$ cat src/rtl/padc_params.svh
`ifndef PADC_PARAMS_SVH
`define PADC_PARAMS_SVH
// Function
// Word out five convert cycles after sampling
// Offset binary: ones top, zeros bottom
// Midscale gives only top bit set
// Output control high floats data lines
// Output control low or open drives data
// Output control used statically, not per sample
// Nine stages, two-bit quantizer each
// Stages step on convert-rate sub-clock
// Per-stage delay line aligns results
// Redundancy correction yields ten-bit word
// Non-overlapping two-phase track/hold clock
// Power-down floats data regardless of control
// Five words after power-down are invalid
// Bus bit 0 least, bit 9 most
// Valid qualifier rides the latency pipeline

// Structure
`define PADC_STAGES 9
`define PADC_CODE_W 2
`define PADC_WORD_W 10
`define PADC_SUM_W 11
`define PADC_LATENCY 5

// Codes
`define PADC_FULL_CODE 10'h3ff
`define PADC_MID_CODE 10'h200
`define PADC_ZERO_CODE 10'h000

// Pin synchroniser lanes
`define PADC_PINS 3
`define PADC_PIN_CONV 0
`define PADC_PIN_HIZ 1
`define PADC_PIN_PD 2

// Timing
`define PADC_CLK_MHZ 200
`define PADC_TRACK_NS 20
`define PADC_BREAK_NS 5
`define PADC_TRACK_CYC ((`PADC_TRACK_NS * `PADC_CLK_MHZ + 999) / 1000)
`define PADC_BREAK_CYC ((`PADC_BREAK_NS * `PADC_CLK_MHZ + 999) / 1000)
`define PADC_CNT_W 4

`endif

$ cat src/rtl/padc_pkg.sv
package padc_pkg;

    // Track/hold phase states, one-hot
    typedef enum logic [4:0] {
        PADC_IDLE = 5'h01,
        PADC_TRACK = 5'h02,
        PADC_BRK1 = 5'h04,
        PADC_HOLD = 5'h08,
        PADC_BRK2 = 5'h10
    } padc_phase_t;

    // One stage result and one output word
    typedef logic [1:0] padc_code_t;
    typedef logic [9:0] padc_word_t;

endpackage : padc_pkg

$ cat src/rtl/padc_top.sv
`timescale 1ns/1ps
`include "padc_params.svh"

module padc_top
    import padc_pkg::*;
(
    input wire logic CORE_CLK_IN,
    input wire logic RSTN_IN,
    input wire logic CONV_CLK_IN,
    input wire logic [17:0] STAGE_CODE_IN,
    input wire logic OUTPUT_HIZ_IN,
    input wire logic POWER_DOWN_IN,
    output logic [9:0] SAMPLE_OUT,
    output logic SAMPLE_OE_N_OUT,
    output logic SAMPLE_VALID_OUT,
    output logic TRACK_PHASE_OUT,
    output logic HOLD_PHASE_OUT
);

    // ---------------------------------------------
    // Declarations
    // ---------------------------------------------

    // Raw pins gathered for one synchroniser loop
    logic [`PADC_PINS-1:0] pin_raw;

    // Filtered pin levels
    logic [`PADC_PINS-1:0] pin_lvl;

    // Previous convert level, for edge finding
    logic conv_prev;

    // One-cycle convert sub-clock enable
    logic conv_tick;

    // Filtered control levels
    logic hiz_lvl;
    logic pd_lvl;

    // Phase machine
    padc_phase_t phase;
    padc_phase_t next_phase;
    // Counter runs down only in the timed phases
    logic [`PADC_CNT_W-1:0] ph_cnt;
    logic [`PADC_CNT_W-1:0] next_ph_cnt;

    // Aligned stage results
    padc_code_t aligned [0:`PADC_STAGES-1];

    // Corrected sum before clamp
    // One spare top bit flags overrange
    logic [`PADC_SUM_W-1:0] sum;

    // Word about to be presented
    padc_word_t next_word;

    // Valid qualifier travelling with samples
    logic [`PADC_LATENCY-1:0] vld_pipe;

    // ---------------------------------------------
    // Pin synchronisers
    // ---------------------------------------------

    // Gather the pins so one loop filters them all
    assign pin_raw[`PADC_PIN_CONV] = CONV_CLK_IN;
    assign pin_raw[`PADC_PIN_HIZ] = OUTPUT_HIZ_IN;
    assign pin_raw[`PADC_PIN_PD] = POWER_DOWN_IN;

    // A pin may change at any instant, so each gets its own chain
    genvar gp;
    generate
        for (gp = 0; gp < `PADC_PINS; gp++) begin : g_sync
            // Three-flop chain per pin
            logic [2:0] sff;

            // Shift the pin in
            always_ff @(posedge CORE_CLK_IN) begin
                if (!RSTN_IN) begin
                    sff <= 3'h0;
                end else begin
                    sff <= {sff[1:0], pin_raw[gp]};
                end
            end

            // Level moves only when the last two agree,
            // which rejects a single metastable sample
            always_ff @(posedge CORE_CLK_IN) begin
                if (!RSTN_IN) begin
                    pin_lvl[gp] <= 1'h0;
                end else if (sff[1] == sff[2]) begin
                    pin_lvl[gp] <= sff[2];
                end
            end
        end
    endgenerate

    // Low default mirrors the pull-downs on both control pins
    assign hiz_lvl = pin_lvl[`PADC_PIN_HIZ];
    assign pd_lvl = pin_lvl[`PADC_PIN_PD];

    // ---------------------------------------------
    // Convert sub-clock
    // ---------------------------------------------

    // Remember last convert level
    // Filtered level keeps a glitch from making two ticks
    always_ff @(posedge CORE_CLK_IN) begin
        if (!RSTN_IN) begin
            conv_prev <= 1'h0;
        end else begin
            conv_prev <= pin_lvl[`PADC_PIN_CONV];
        end
    end

    // Rising convert edge: every stage steps on this
    assign conv_tick = pin_lvl[`PADC_PIN_CONV] & ~conv_prev;

    // ---------------------------------------------
    // Track/hold phase generator
    // ---------------------------------------------

    // Breaks keep the two phases from ever overlapping
    always_comb begin
        next_phase = phase;
        next_ph_cnt = ph_cnt;
        case (phase)
            PADC_IDLE: begin
                // Wait for first convert edge
                if (conv_tick) begin
                    next_phase = PADC_TRACK;
                    next_ph_cnt = `PADC_CNT_W'(`PADC_TRACK_CYC - 1);
                end
            end
            PADC_TRACK: begin
                // Input sampled onto capacitors
                if (ph_cnt == '0) begin
                    next_phase = PADC_BRK1;
                    next_ph_cnt = `PADC_CNT_W'(`PADC_BREAK_CYC - 1);
                end else begin
                    next_ph_cnt = ph_cnt - 1'h1;
                end
            end
            PADC_BRK1: begin
                // Both switches open
                if (ph_cnt == '0) begin
                    next_phase = PADC_HOLD;
                end else begin
                    next_ph_cnt = ph_cnt - 1'h1;
                end
            end
            PADC_HOLD: begin
                // Charge shares, held value forms
                if (conv_tick) begin
                    next_phase = PADC_BRK2;
                    next_ph_cnt = `PADC_CNT_W'(`PADC_BREAK_CYC - 1);
                end
            end
            PADC_BRK2: begin
                // Break before tracking again
                if (ph_cnt == '0) begin
                    next_phase = PADC_TRACK;
                    next_ph_cnt = `PADC_CNT_W'(`PADC_TRACK_CYC - 1);
                end else begin
                    next_ph_cnt = ph_cnt - 1'h1;
                end
            end
            default: begin
                next_phase = PADC_IDLE;
            end
        endcase
    end

    // Phase state; power-down parks the switches
    // Counter value is ignored while waiting for a tick
    always_ff @(posedge CORE_CLK_IN) begin
        if (!RSTN_IN || pd_lvl) begin
            phase <= PADC_IDLE;
            ph_cnt <= '0;
        end else begin
            phase <= next_phase;
            ph_cnt <= next_ph_cnt;
        end
    end

    // Phase outputs from flops, so no decode glitch
    always_ff @(posedge CORE_CLK_IN) begin
        if (!RSTN_IN || pd_lvl) begin
            TRACK_PHASE_OUT <= 1'h0;
            HOLD_PHASE_OUT <= 1'h0;
        end else begin
            TRACK_PHASE_OUT <= (next_phase == PADC_TRACK);
            HOLD_PHASE_OUT <= (next_phase == PADC_HOLD);
        end
    end

    // ---------------------------------------------
    // Stage delay lines
    // ---------------------------------------------

    // Stage k delivers its result k/2 ticks after
    // sampling, so its line is that much shorter
    // Stage 8 keeps a one-word line, stage 0 the full latency
    genvar gs;
    generate
        for (gs = 0; gs < `PADC_STAGES; gs++) begin : g_stage
            localparam int DEPTH = `PADC_LATENCY - gs / 2;
            padc_code_t line [0:DEPTH-1];

            // Shift one place per convert tick
            always_ff @(posedge CORE_CLK_IN) begin
                if (!RSTN_IN) begin
                    for (int j = 0; j < DEPTH; j++) begin
                        line[j] <= 2'h0;
                    end
                end else if (conv_tick) begin
                    line[0] <= STAGE_CODE_IN[gs*`PADC_CODE_W +: `PADC_CODE_W];
                    for (int j = 1; j < DEPTH; j++) begin
                        line[j] <= line[j-1];
                    end
                end
            end

            // Tap where all stages meet one sample
            assign aligned[gs] = line[DEPTH-1];
        end
    endgenerate

    // ---------------------------------------------
    // Error correction
    // ---------------------------------------------

    // Overlapping two-bit results add with one bit of
    // redundancy, so a slightly early comparator in one
    // stage is fixed by the next and no code goes missing
    always_comb begin
        sum = '0;
        for (int k = 0; k < `PADC_STAGES; k++) begin
            sum = sum + (`PADC_SUM_W'(aligned[k]) << (`PADC_STAGES - 1 - k));
        end
    end

    // Clamp overrange to full scale, never roll over
    // Overrange only comes from redundant codes near the top
    always_comb begin
        if (sum[`PADC_SUM_W-1]) begin
            next_word = `PADC_FULL_CODE;
        end else begin
            next_word = sum[`PADC_WORD_W-1:0];
        end
    end

    // ---------------------------------------------
    // Output word and qualifier
    // ---------------------------------------------

    // One new word per tick, bit 0 least significant
    // Word holds between ticks so the capture side may sample late
    always_ff @(posedge CORE_CLK_IN) begin
        if (!RSTN_IN) begin
            SAMPLE_OUT <= `PADC_ZERO_CODE;
        end else if (conv_tick) begin
            SAMPLE_OUT <= next_word;
        end
    end

    // Validity rides with the sample; power-down flushes
    // it so the words of the refill come out flagged bad
    always_ff @(posedge CORE_CLK_IN) begin
        if (!RSTN_IN || pd_lvl) begin
            vld_pipe <= '0;
        end else if (conv_tick) begin
            vld_pipe <= {vld_pipe[`PADC_LATENCY-2:0], 1'h1};
        end
    end

    // Qualifier updates together with the word
    // Held low across power-down so no stale word looks good
    always_ff @(posedge CORE_CLK_IN) begin
        if (!RSTN_IN || pd_lvl) begin
            SAMPLE_VALID_OUT <= 1'h0;
        end else if (conv_tick) begin
            SAMPLE_VALID_OUT <= vld_pipe[`PADC_LATENCY-1];
        end
    end

    // ---------------------------------------------
    // Output drivers
    // ---------------------------------------------

    // Enable is low while driving; power-down wins over
    // the control pin. Filtering adds delay, so the pin
    // is only fit for static use
    // Reset drives the bus, as an open control pin would
    always_ff @(posedge CORE_CLK_IN) begin
        if (!RSTN_IN) begin
            SAMPLE_OE_N_OUT <= 1'h0;
        end else if (pd_lvl) begin
            SAMPLE_OE_N_OUT <= 1'h1;
        end else begin
            SAMPLE_OE_N_OUT <= hiz_lvl;
        end
    end

endmodule : padc_top

$ cat config.mk
export PLATFORM = sky130hd
export DESIGN_NAME = padc_top
export DESIGN_NICKNAME = d
export VERILOG_FILES = /design/src/rtl/padc_pkg.sv /design/src/rtl/padc_top.sv
export VERILOG_INCLUDE_DIRS = /design/src /design/src/rtl
export SDC_FILE = /design/constraint.sdc
export NUM_CORES = 1
export LEC_CHECK = 0
export BUFFER_PORTS_ARGS = -buffer_cell sky130_fd_sc_hd__buf_2
export CORE_MARGIN = 1
export CORE_UTILIZATION = 53
export CTS_CLUSTER_DIAMETER = 40
export DETAILED_ROUTE_END_ITERATION = 10
export PLACE_DENSITY_LB_ADDON = 0.15
export SETUP_SLACK_MARGIN = 0.5
export SYNTH_ARGS = -nofsm -noshare
export SYNTH_HDL_FRONTEND = slang
export SYNTH_SLANG_ARGS = --single-unit
export TNS_END_PERCENT = 1
$ cat constraint.sdc
create_clock -name CORE_CLK_IN -period 2.6 [get_ports CORE_CLK_IN]
set_input_delay 0.26 -clock CORE_CLK_IN [delete_from_list [all_inputs] [get_ports CORE_CLK_IN]]
set_output_delay 0.26 -clock CORE_CLK_IN [all_outputs]
set_load 0.01 [all_outputs]
Yosys cells after proc, flatten, opt, wreduce, memory -nomap -nowiden
Memory sizes are Yosys's and may differ from the RTL's.
Index checks and enable logic that the tools add are counted.
- add/sub/neg operators: 9
- magnitude comparators: 0
- reductions and logical operators: 6
- shift-type cells: 0
- bitwise operators: 30
- multiplexer cells: 48
- divide/modulo/power cells: 0
- equal/unequal tests: 13
- multipliers: 0
- operator list (kind ; count):
    2-bit 2-to-1 mux ; 29
    1-bit OR ; 28
    5-bit 2-to-1 mux ; 5
    5-bit case mux with 5 select lines ; 1
    4-bit 2-to-1 mux ; 5
    4-bit case mux with 5 select lines ; 1
    10-bit by 9-bit adder with 11-bit output ; 1
    11-bit by 2-bit adder with 11-bit output ; 1
    11-bit by 3-bit adder with 11-bit output ; 1
    11-bit by 4-bit adder with 11-bit output ; 1
    11-bit by 5-bit adder with 11-bit output ; 1
    11-bit by 6-bit adder with 11-bit output ; 1
    11-bit by 7-bit adder with 11-bit output ; 1
    11-bit by 8-bit adder with 11-bit output ; 1
    5-bit by 2-bit equality test with 1-bit output, second input constant ; 2
    5-bit by 4-bit equality test with 1-bit output, second input constant ; 2
    10-bit 2-to-1 mux ; 1
    1-bit 2-to-1 mux ; 6
    2-bit inequality test, second input constant ; 3
    5-bit by 1-bit equality test with 1-bit output, second input constant ; 1
    5-bit by 3-bit equality test with 1-bit output, second input constant ; 1
    5-bit equality test, second input constant ; 1
    5-bit nonzero test ; 1
    4-bit zero test ; 1
    8 further kinds ; 10
- memory bits (writable): 58
- input bits: 23
- memory bits (read-only): 0
- register bits after elaboration: 41
- word-level logic and storage cells: 130
- memories kept: 9
- bits in latches: 0
- output and inout port bits: 14
- memory list (name ; words ; width ; rd ports ; clocked after Yosys merged registers in ; write ports ; RTL line ; source):
    g_stage[0].line ; 5 ; 2 ; 5 ; 0 ; 5 ; padc_top.sv:207 ; padc_code_t line [0:DEPTH-1];
    g_stage[1].line ; 5 ; 2 ; 5 ; 0 ; 5 ; padc_top.sv:207 ;
    g_stage[2].line ; 4 ; 2 ; 4 ; 0 ; 4 ; padc_top.sv:207 ;
    g_stage[3].line ; 4 ; 2 ; 4 ; 0 ; 4 ; padc_top.sv:207 ;
    g_stage[4].line ; 3 ; 2 ; 3 ; 0 ; 3 ; padc_top.sv:207 ;
    g_stage[5].line ; 3 ; 2 ; 3 ; 0 ; 3 ; padc_top.sv:207 ;
    +3 memories ; n/a ; n/a ; n/a ; n/a ; n/a ; n/a ;

Depth between registers and ports, before layout
Gate-level depths: netlist of run 1.
- depth in word-level cells: 9
- gate-level depth with buffers: 8
- mapped depth without buffers: 8

Worst setup path after synthesis of run 1
OpenSTA, ideal clock, no wires.
- path type: in2reg
- from: input port RSTN_IN
- to: memory g_stage[0].line[0][0] (netlist name), enable pin
- buffers on the path: 2
- setup slack: 0.196 ns
- stages on the path: 3
- arrival time: 1.755 ns
- required time: 1.951 ns
- setup time: 0.649 ns
- cell sequence: clkbuf_1 -> clkbuf_1 -> nand2_1
- RTL lines (what ; RTL line ; source):
    start, declared ; padc_top.sv:8 ; input wire logic RSTN_IN,
    end, declared ; padc_top.sv:207 ;

Final worst setup path of run 1
- from: memory g_stage[8].line[0][1] (netlist name)
- to: register SAMPLE_OUT[7]
- word-level cells in the longest chain between the ends: 3
- ends and longest elaborated chain (what ; RTL line ; source):
    start, declared ; padc_top.sv:207 ;
    memory read 1 x 2 bit ; n/a ;
    11-bit by 2-bit adder with 11-bit output ; padc_top.sv:238 ; sum = sum + (`PADC_SUM_W'(aligned[k]) << (`PADC_STAGES - 1 - k));
    10-bit 2-to-1 mux ; padc_top.sv:245 ; if (sum[`PADC_SUM_W-1]) begin
    end signal, assigned ; padc_top.sv:260 ; SAMPLE_OUT <= `PADC_ZERO_CODE;
    end signal, assigned ; padc_top.sv:262 ; SAMPLE_OUT <= next_word;
    end, declared ; padc_top.sv:13 ; output logic [9:0] SAMPLE_OUT,
Every way passes these cells.
A chain may end at the register's enable or synchronous reset.

==> run_results.csv, run 1 <==
group,metric,value,unit
global_route,grt_max_degree,59,
layout,seq_area,2560,um^2
floorplanning,pin_count,37,
clock_tree,cts-htree-levels,3,
layout,multi_input_area,1590,um^2
timing,fin_setup_tns,0,ns
route,drt_iter0_drc,133,
layout,diodes,0,
power_and_ir_drop,power.density,592,nW/um^2
timing,setup_viol,0,
route,drt-total-wl,6860,um
layout,fin_nets,426,
timing,fmax,0.487,GHz
synthesis,yosys_warnings,0,
synthesis,synth_nets,401,
status,status,"finished, final reports clean",
global_route,grt.overflow.total,0,
floorplanning,die_h,91.8,um
layout,mostFrequentLayoutCell,"and3_1",
synthesis,synth_edf_count,58,
clock_tree,cts_tree,"built",
worst_setup_path,critPathRequiredTime,2.88,ns
power_and_ir_drop,power_leakage,1.94,nW
placement,gp_congestion,0.810,
timing,rsz0062_at_grt,"yes",
route,wire_per_inst,13.7,um
worst_setup_path,critPathMaxFanout,3,
layout,area_growth,10.6,%
worst_setup_path,cp-end-kind,"flip-flop",
global_route,first_global_vias,2548,
synthesis,synth_top_area_frac,0.407,
global_route,grt_use_total,0.175,
route,route.vias.total,2779,
timing,finalCritPeriodShare,0.790,
route,drcViolationCount,0,
timing,max-slew-margin-rel,0.581,
route,drt_pass1_iterations,4,
synthesis,async_reset_ff_frac,0,
synthesis,synthCells,368,
worst_setup_path,criticalPathCategory,"reg2reg",
placement,portBuffers,36,
floorplanning,start_util,0.551,
placement,hpwl,4200,um
clock_tree,clock-root-buffer,"clkbuf_8",
route,routed_via_density,5.56,
clock_tree,postCtsSetupBuffers,0,
worst_setup_path,worst_ep_arrival_time,2.34,ns
layout,drive_gt1_frac,0.181,
synthesis,synth-seq-cells,99,
timing,skew,0.0115,ns
timing,tightestPinTransition,0.629,ns
run,drv_cap,0,
clock_tree,clock_path_buffers,2,
floorplanning,fp.dieW,91.8,um
floorplanning,dieArea,8430,um^2
power_and_ir_drop,ir_worst_vdd,337,uV
synthesis,avgSynthCellArea,11.6,um^2
floorplanning,rows,32,
synthesis,synth.area.top_cells,"edfxtp_1, dfxtp_1, and3_1, ha_1, a21oi_1",
worst_hold_path,hp-class,"in2reg",
clock_tree,cts_buffers,9,
global_route,antenna_found_initial,0,
synthesis,ys.flop_type,"edfxtp_1",
timing,min_period,2.05,ns
synthesis,syn_area,4280,um^2
clock_tree,cts_num_sinks,99,
clock_tree,clock_latency,0.36,ns
floorplanning,core-area,7770,um^2
timing,hold_violations,0,
synthesis,yosys.area.top_type,"edfxtp_1",
clock_tree,clkTransAtPathRegs,0.09,ns
global_route,grt_pass1_wl,11600,um
synthesis,yosysUniqueCellTypes,54,
layout,layout_common_cells,"and3_1, edfxtp_1, dfxtp_1, buf_2, nand2_1",
route,ant_nets,0,
worst_setup_path,start_kind,"flip-flop",
layout,fillers,622,
timing,hold_slack,0.105,ns
synthesis,ys_seq_area_frac,0.599,
timing,maxSlewViolCount,0,
[path summary, 6_finish.rpt]
| path | slack (ns) | endpoint | cells after the start | start |
|---|---|---|---|---|
| max reg2reg | 0.55 | SAMPLE_OUT[7]$_SDFFE_PN0P_ | 8 | g_stage[8].line[0][1]$_SDFFCE_PN0P_ |
| max | 0.55 | SAMPLE_OUT[7]$_SDFFE_PN0P_ | 8 | g_stage[8].line[0][1]$_SDFFCE_PN0P_ |
| min reg2reg | 0.44 | g_sync[1].sff[1]$_SDFF_PN0_ | 1 | g_sync[1].sff[0]$_SDFF_PN0_ |
| min | 0.10 | g_sync[1].sff[0]$_SDFF_PN0_ | 2 | OUTPUT_HIZ_IN |
[cell usage after synthesis, types with 2 or more instances]
master / instances
a211o_1: 2
a211oi_1: 8
a21boi_0: 3
a21oi_1: 17
a31oi_1: 4
and2_1: 10
and3_1: 59
buf_4: 2
buf_6: 3
clkbuf_1: 20
dfxtp_1: 41
edfxtp_1: 58
ha_1: 9
inv_1: 8
nand2_1: 22
nand2b_1: 7
nand3_1: 4
nor2_1: 11
nor2b_1: 4
nor3_1: 6
nor3b_1: 4
nor4_1: 2
o211ai_1: 2
o21a_1: 5
o21ai_0: 16
o221a_2: 3
or3_1: 5
or4_1: 3
xor2_1: 5
[what timing repair did]
item / in CTS / in global routing
resized for setup: 0 / 4
hold buffers: 0 / 0
endpoints found under the setup margin: 0 / 9
[report_power, final]
| part | internal, mW | total, mW | leakage (nW) | switching, mW |
|---|---|---|---|---|
| clock | 0.451 | 0.979 | 0.0995 | 0.528 |
| combinational | 0.0467 | 0.120 | 0.912 | 0.0734 |
| sequential | 1.69 | 1.70 | 0.931 | 0.0121 |
| total | 2.19 | 2.80 | 1.94 | 0.614 |
[worst max-delay path, cell delays in order, from the launching register on]
cell and delay, ns:
edfxtp_1 0.38, ha_1 0.22, inv_1 0.07, fa_1 0.21, nor2b_1 0.07, o31a_1 0.27, o21a_1 0.19, or4_1 0.49
o211ai_1 0.08
[state kept, by name, indices dropped and copies added (netlist names)]
signal / count
hiz_lvl: 1
TRACK_PHASE_OUT: 1
pin_lvl: 1
conv_prev: 1
ph_cnt: 4
g_stage.line: 58
SAMPLE_VALID_OUT: 1
g_sync.sff: 9
SAMPLE_OE_N_OUT: 1
pd_lvl: 1
HOLD_PHASE_OUT: 1
SAMPLE_OUT: 10
phase: 5
vld_pipe: 5
[layer usage]
layer | up-vias | track usage | wire length [um]
li1 | 1411 | - | -
met1 | 1315 | 0.228 | 3330
met2 | 44 | 0.275 | 3180
met3 | 9 | 0.0464 | 258
met4 | 0 | 0.0794 | 94
met5 | - | 0 | 0
[final cells by class]
class / count / area share
repair buffers: 39 / 0.0481
flip-flops and latches: 99 / 0.542
multi-input cells: 236 / 0.335
clock buffers: 9 / 0.0262
inverters: 8 / 0.00635
clock inverters: 7 / 0.0153
well taps: 102 / 0.0270
[logic make-up (layout without fill, tap and decap cells)]
| kind of cell | Yosys count | after routing | synth area share |
|---|---|---|---|
| AND/OR/NAND/NOR | 147 | 147 | 0.205 |
| buffers and inverters | 33 | 63 | 0.0360 |
| flip-flops | 99 | 99 | 0.599 |
| XOR/XNOR | 6 | 6 | 0.0123 |
| AO/OA/AOI/OAI | 73 | 73 | 0.116 |
| adder cells (fa/ha/maj) | 10 | 10 | 0.0310 |
[per-stage QoR]
step / area, um^2 / power, mW / std cells / util / setup WS (ns)
after CTS: 4720 / 2.84 / 500 / 0.607 / 0.549
after floorplan: 4280 / 1.82 / 368 / - / 0.680
after global routing: 4730 / 2.90 / 500 / 0.609 / 0.452
after global placement: 4520 / 1.86 / 484 / 0.582 / 0.617
final: 4730 / 2.80 / 500 / 0.609 / 0.546
after detailed placement: 4520 / 1.86 / 484 / 0.582 / 0.575
No activity file was read; power rests on OpenSTA's default activity.
==> inputs of run 2 (changes only) <==
--- a/config.mk
+++ b/config.mk
@@ -8,7 +8,7 @@
 export LEC_CHECK = 0
 export BUFFER_PORTS_ARGS = -buffer_cell sky130_fd_sc_hd__buf_2
 export CORE_MARGIN = 1
-export CORE_UTILIZATION = 53
+export CORE_UTILIZATION = 59
 export CTS_CLUSTER_DIAMETER = 40
 export DETAILED_ROUTE_END_ITERATION = 10
 export PLACE_DENSITY_LB_ADDON = 0.15
==> constraint.sdc (replaced) <==
create_clock -name CORE_CLK_IN -period 2.08 [get_ports CORE_CLK_IN]
set_input_delay 0.208 -clock CORE_CLK_IN [delete_from_list [all_inputs] [get_ports CORE_CLK_IN]]
set_output_delay 0.208 -clock CORE_CLK_IN [all_outputs]
set_load 0.01 [all_outputs]
==> run 2 against run 1 <==
Wire length is 5.0% higher; design area is 2.2% higher; count of clock-buffer cells in the layout is 2 higher; sequential power is 25% higher; first-iteration DRC count is 29% higher; cell count is 1.2% higher; critical endpoint unchanged; largest cell class unchanged.
==> run_results.csv, run 2 (synthesized netlist as in run 1, its figures left out) <==
group,metric,value,unit
power_and_ir_drop,seqPwrFrac,0.606,
global_route,grt_use_total,0.208,
route,drt_iter0_drc,172,
placement,portBuffers,36,
placement,dpl_cell_area,4580,um^2
clock_tree,cts_buffers,9,
global_route,grt_pass1_wl,12100,um
route,drt-total-wl,7210,um
timing,maxSlewViolCount,0,
floorplanning,start_util,0.619,
worst_setup_path,cp-end-kind,"flip-flop",
layout,top_register,"g_stage.line",
worst_setup_path,critPathMaxFanout,3,
layout,largest_reg_flops,58,
timing,hold_violations,0,
floorplanning,fp.dieW,87.2,um
worst_setup_path,worst_ep_arrival_time,2.23,ns
power_and_ir_drop,pwr-share-comb,0.047,
clock_tree,cts_tree,"built",
floorplanning,rows,30,
clock_tree,clock_path_buffers,2,
timing,fmax,0.513,GHz
power_and_ir_drop,pwr-share-clk,0.347,
power_and_ir_drop,p_switching,766,uW
global_route,grt_max_degree,59,
timing,setup_viol,0,
power_and_ir_drop,power.density,727,nW/um^2
power_and_ir_drop,finalPower,3.51,mW
clock_tree,cts-htree-levels,3,
worst_hold_path,hp-class,"in2reg",
layout,area_growth,13.0,%
placement,gp_congestion,0.782,
global_route,antenna_found_initial,0,
layout,fin_nets,438,
route,drt_pass1_iterations,4,
timing,tightestPinTransition,0.494,ns
route,drcViolationCount,0,
run,drv_cap,0,
layout,drive_gt1_frac,0.212,
layout,reg_top3,"g_stage.line: 58 flops, SAMPLE_OUT: 10 flops, g_sync.sff: 9 flops",
timing,hold_slack,0.0576,ns
layout,layout_common_cells,"and3_1, edfxtp_1, dfxtp_1, buf_2, nand2_1",
timing,finalCritPeriodShare,0.936,
route,ant_nets,0,
floorplanning,core-area,6910,um^2
timing,rsz0062_at_grt,"yes",
power_and_ir_drop,power_leakage,1.99,nW
global_route,first_global_vias,2695,
layout,design_area,4840,um^2
worst_setup_path,critPathRequiredTime,2.36,ns
power_and_ir_drop,ir_worst_vdd,429,uV
global_route,grt.overflow.total,0,
layout,seq_area,2560,um^2
route,route.vias.total,2910,
layout,fillers,533,
clock_tree,clkTransAtPathRegs,0.09,ns
worst_setup_path,criticalPathCategory,"reg2reg",
clock_tree,cts_num_sinks,99,
clock_tree,clock-root-buffer,"clkbuf_8",
floorplanning,pin_count,37,
route,routed_via_density,5.75,
layout,multi_input_area,1610,um^2
clock_tree,clock_latency,0.36,ns
floorplanning,dieArea,7600,um^2
placement,hpwl,4610,um
route,wire_per_inst,14.2,um
timing,min_period,1.95,ns
timing,max-slew-margin-rel,0.671,
status,status,"finished, final reports clean",
power_and_ir_drop,swShare,0.218,
layout,mostFrequentLayoutCell,"and3_1",
layout,diodes,0,
timing,fin_setup_tns,0,ns
power_and_ir_drop,p_int,2.75,mW
timing,skew,0.00967,ns
worst_setup_path,start_kind,"flip-flop",
floorplanning,die_h,87.2,um
-- run 2: layout make-up --
cell class / instances / share of cell area
inverter: 8 / 0.00621
tap: 96 / 0.0248
sequential: 99 / 0.530
timing repair buffer: 51 / 0.0657
clock buffer: 11 / 0.0272
multi-input combinational: 236 / 0.333
clock inverter: 5 / 0.0129
-- run 2: power by group through the flow --
stage          Clock [mW]  Combinational, mW  Sequential [mW]
3_3_place_gp            0              0.153             2.17
3_5_place_dp            0              0.158             2.17
4_1_cts              1.24              0.161             2.13
2_1_floorplan           0              0.101             2.17
5_1_grt              1.32              0.182             2.14
6_report             1.22              0.164             2.13
-- run 2: what timing repair did --
item                                    4_1_cts  5_1_grt
gates resized for setup                       2        5
hold buffers                                  0        0
setup buffers                                 0        3
pin swaps                                     4        4
endpoints found under the setup margin       20       53
-- run 2: per-stage QoR --
step	utilization	setup slack, ns	cells
final	0.700	0.132	506
after global routing	0.700	0.0759	506
after CTS	0.695	0.132	503
after detailed placement	0.664	0.111	487
after global placement	0.664	0.171	487
after floorplan	-	0.222	368
-- run 2: worst paths after layout --
kind	from	end	slack [ns]	depth (start not counted)
worst max-delay path	g_stage[8].line[0][1]$_SDFFCE_PN0P_	SAMPLE_OUT[7]$_SDFFE_PN0P_	0.13	8
worst min-delay path	POWER_DOWN_IN	g_sync[2].sff[0]$_SDFF_PN0_	0.06	2
worst max register to register	g_stage[8].line[0][1]$_SDFFCE_PN0P_	SAMPLE_OUT[7]$_SDFFE_PN0P_	0.13	8
worst min register to register	g_sync[2].sff[0]$_SDFF_PN0_	g_sync[2].sff[1]$_SDFF_PN0_	0.44	1
-- run 2: worst max-delay path, stage by stage (launching register included) --
cell,delay (ns)
edfxtp_1,0.39
ha_2,0.21
inv_2,0.05
fa_2,0.20
nor2b_1,0.06
o31a_1,0.27
o21a_1,0.19
or4_1,0.41
o211ai_1,0.10
-- run 2: layer usage --
layer  global-route usage  vias up  share of wire
met5                    0        -              0
met4                0.104        0          0.017
met3               0.0398       10          0.046
met2                0.342       68           0.47
met1                0.265     1391           0.46
li1                     -     1441              -
==> inputs of run 3 (changes only) <==
--- a/config.mk
+++ b/config.mk
@@ -11,6 +11,7 @@
 export CORE_UTILIZATION = 59
 export CTS_CLUSTER_DIAMETER = 40
 export DETAILED_ROUTE_END_ITERATION = 10
+export HOLD_SLACK_MARGIN = 0.12
 export PLACE_DENSITY_LB_ADDON = 0.15
 export SETUP_SLACK_MARGIN = 0.5
 export SYNTH_ARGS = -nofsm -noshare
==> run 3 against run 2 <==
Die area unchanged; highest routed layer unchanged; total power is essentially flat; design area grew 0.62%; largest cell class unchanged; via count rose by 0.45%; wire length grew 0.33%; first-iteration DRC count decreased by 1.2%.
==> run_results.csv, run 3 (synthesized netlist as in run 1, its figures left out) <==
group,metric,value,unit
global_route,grt.overflow.total,0,
global_route,first_global_vias,2708,
global_route,grt_max_degree,59,
global_route,grt_use_total,0.209,
floorplanning,die_h,87.2,um
worst_setup_path,reg2reg_depth,8,
layout,area_growth,13.7,%
worst_setup_path,start_kind,"flip-flop",
worst_setup_path,critPathRequiredTime,2.36,ns
worst_setup_path,criticalPathCategory,"reg2reg",
worst_setup_path,r2r_end,"SAMPLE_OUT[7]$_SDFFE_PN0P_",
worst_setup_path,critPathMaxFanout,3,
placement,portBuffers,36,
timing,fmax,0.514,GHz
power_and_ir_drop,power_leakage,2.00,nW
floorplanning,fp.dieW,87.2,um
route,drcViolationCount,0,
route,drt_iter0_drc,170,
worst_hold_path,hold_depth,2,
clock_tree,cts_tree,"built",
power_and_ir_drop,power.density,723,nW/um^2
clock_tree,clock_path_buffers,2,
clock_tree,clkTransAtPathRegs,0.09,ns
route,drt_pass1_iterations,4,
power_and_ir_drop,ir_worst_vdd,429,uV
route,routed_via_density,5.74,
run,drv_cap,0,
route,drt-total-wl,7230,um
placement,dpl_cell_area,4580,um^2
floorplanning,start_util,0.619,
clock_tree,clock_latency,0.36,ns
worst_hold_path,hp-class,"in2reg",
clock_tree,cts-htree-levels,3,
clock_tree,cts_buffers,9,
route,ant_nets,0,
placement,gp_congestion,0.782,
layout,diodes,0,
worst_setup_path,timing.rr.start,"g_stage[8].line[0][1]$_SDFFCE_PN0P_",
worst_setup_path,reg2reg_slack,0.13,ns
worst_setup_path,cp-end-kind,"flip-flop",
timing,rsz0062_at_grt,"yes",
timing,skew,0.00994,ns
timing,fin_setup_tns,0,ns
timing,max-slew-margin-rel,0.665,
worst_hold_path,min_from,"STAGE_CODE_IN[6]",
timing,setup_viol,0,
global_route,antenna_found_initial,0,
layout,design_area,4870,um^2
worst_setup_path,worst_ep_arrival_time,2.23,ns
route,route.vias.total,2923,
layout,reg_top3,"g_stage.line: 58 flops, SAMPLE_OUT: 10 flops, g_sync.sff: 9 flops",
timing,min_period,1.95,ns
floorplanning,pin_count,37,
timing,tightestPinTransition,0.503,ns
route,wire_per_inst,14.2,um
layout,fin_nets,441,
timing,hold_violations,0,
clock_tree,cts_num_sinks,99,
floorplanning,rows,30,
floorplanning,core-area,6910,um^2
layout,drive_gt1_frac,0.211,
status,status,"finished, final reports clean",
timing,finalCritPeriodShare,0.936,
layout,mostFrequentLayoutCell,"and3_1",
layout,largest_reg_flops,58,
clock_tree,clock-root-buffer,"clkbuf_8",
timing,maxSlewViolCount,0,
layout,top_register,"g_stage.line",
worst_hold_path,whs_endpoint,"g_stage[3].line[0][0]$_SDFFCE_PN0P_",
layout,layout_common_cells,"and3_1, edfxtp_1, dfxtp_1, buf_2, nand2_1",
worst_setup_path,crit_start,"g_stage[8].line[0][1]$_SDFFCE_PN0P_",
floorplanning,dieArea,7600,um^2
placement,hpwl,4610,um
global_route,grt_pass1_wl,12100,um
[run 3: changes by cell type in the layout (fill, tap and decap cells not counted), sizes merged]
cell / delta
dlygate4sd3: +3
[run 3: what timing repair did]
action	4_1_cts	5_1_grt
endpoints found under the setup margin	20	53
hold endpoints to repair	3	0
cloned	0	0
hold buffers	3	0
pin swaps	4	4
buffers inserted	0	3
gates resized for setup	2	5
[run 3: worst max-delay path by stage]
| stage | slack [ns] | end |
|---|---|---|
| 4_1_cts | 0.13 | SAMPLE_OUT[7]$_SDFFE_PN0P_ |
| 6_report | 0.13 | SAMPLE_OUT[7]$_SDFFE_PN0P_ |
| 3_5_place_dp | 0.11 | SAMPLE_OUT[7]$_SDFFE_PN0P_ |
| 2_1_floorplan | 0.22 | SAMPLE_OUT[7]$_SDFFE_PN0P_ |
| 5_1_grt | 0.08 | SAMPLE_OUT[7]$_SDFFE_PN0P_ |
| 3_3_place_gp | 0.17 | SAMPLE_OUT[5]$_SDFFE_PN0P_ |
[run 3: layout make-up]
cell class / count / area [um^2]
clock buffer: 11 / 131
clock inverter: 5 / 62.6
fill: 529 / 2040
inverter: 8 / 30.0
multi-input combinational: 236 / 1610
sequential: 99 / 2560
tap: 96 / 120
timing repair buffer: 54 / 348
[run 3: layer usage]
metal,GRT usage,wire length [um],up-vias
met5,0,0,-
met4,0.104,125,0
met3,0.0398,312,10
met2,0.344,3440,73
met1,0.265,3350,1393
li1,-,-,1447
[run 3: power by group]
group	internal [mW]	total [mW]	switching, mW
logic	0.0717	0.168	0.0967
registers	2.11	2.13	0.0162
clock network	0.566	1.22	0.652
total	2.75	3.52	0.765
[run 3: worst max-delay path, stage by stage (launching register included)]
cell	delay [ns]
edfxtp_1	0.39
ha_2	0.20
inv_2	0.05
fa_2	0.20
nor2b_1	0.06
o31a_1	0.27
o21a_1	0.19
or4_1	0.41
o211ai_1	0.10
[run 3: stage by stage]
step           hold slack, ns  instances   util  setup WS, ns  power [mW]
3_5_place_dp            0.423        487  0.664         0.111        2.33
2_1_floorplan           0.335        368      -         0.222        2.27
4_1_cts                 0.137        506  0.699         0.132        3.54
5_1_grt                 0.139        509  0.705        0.0759        3.65
3_3_place_gp            0.418        487  0.664         0.171        2.33
6_report                0.152        509  0.705         0.134        3.52
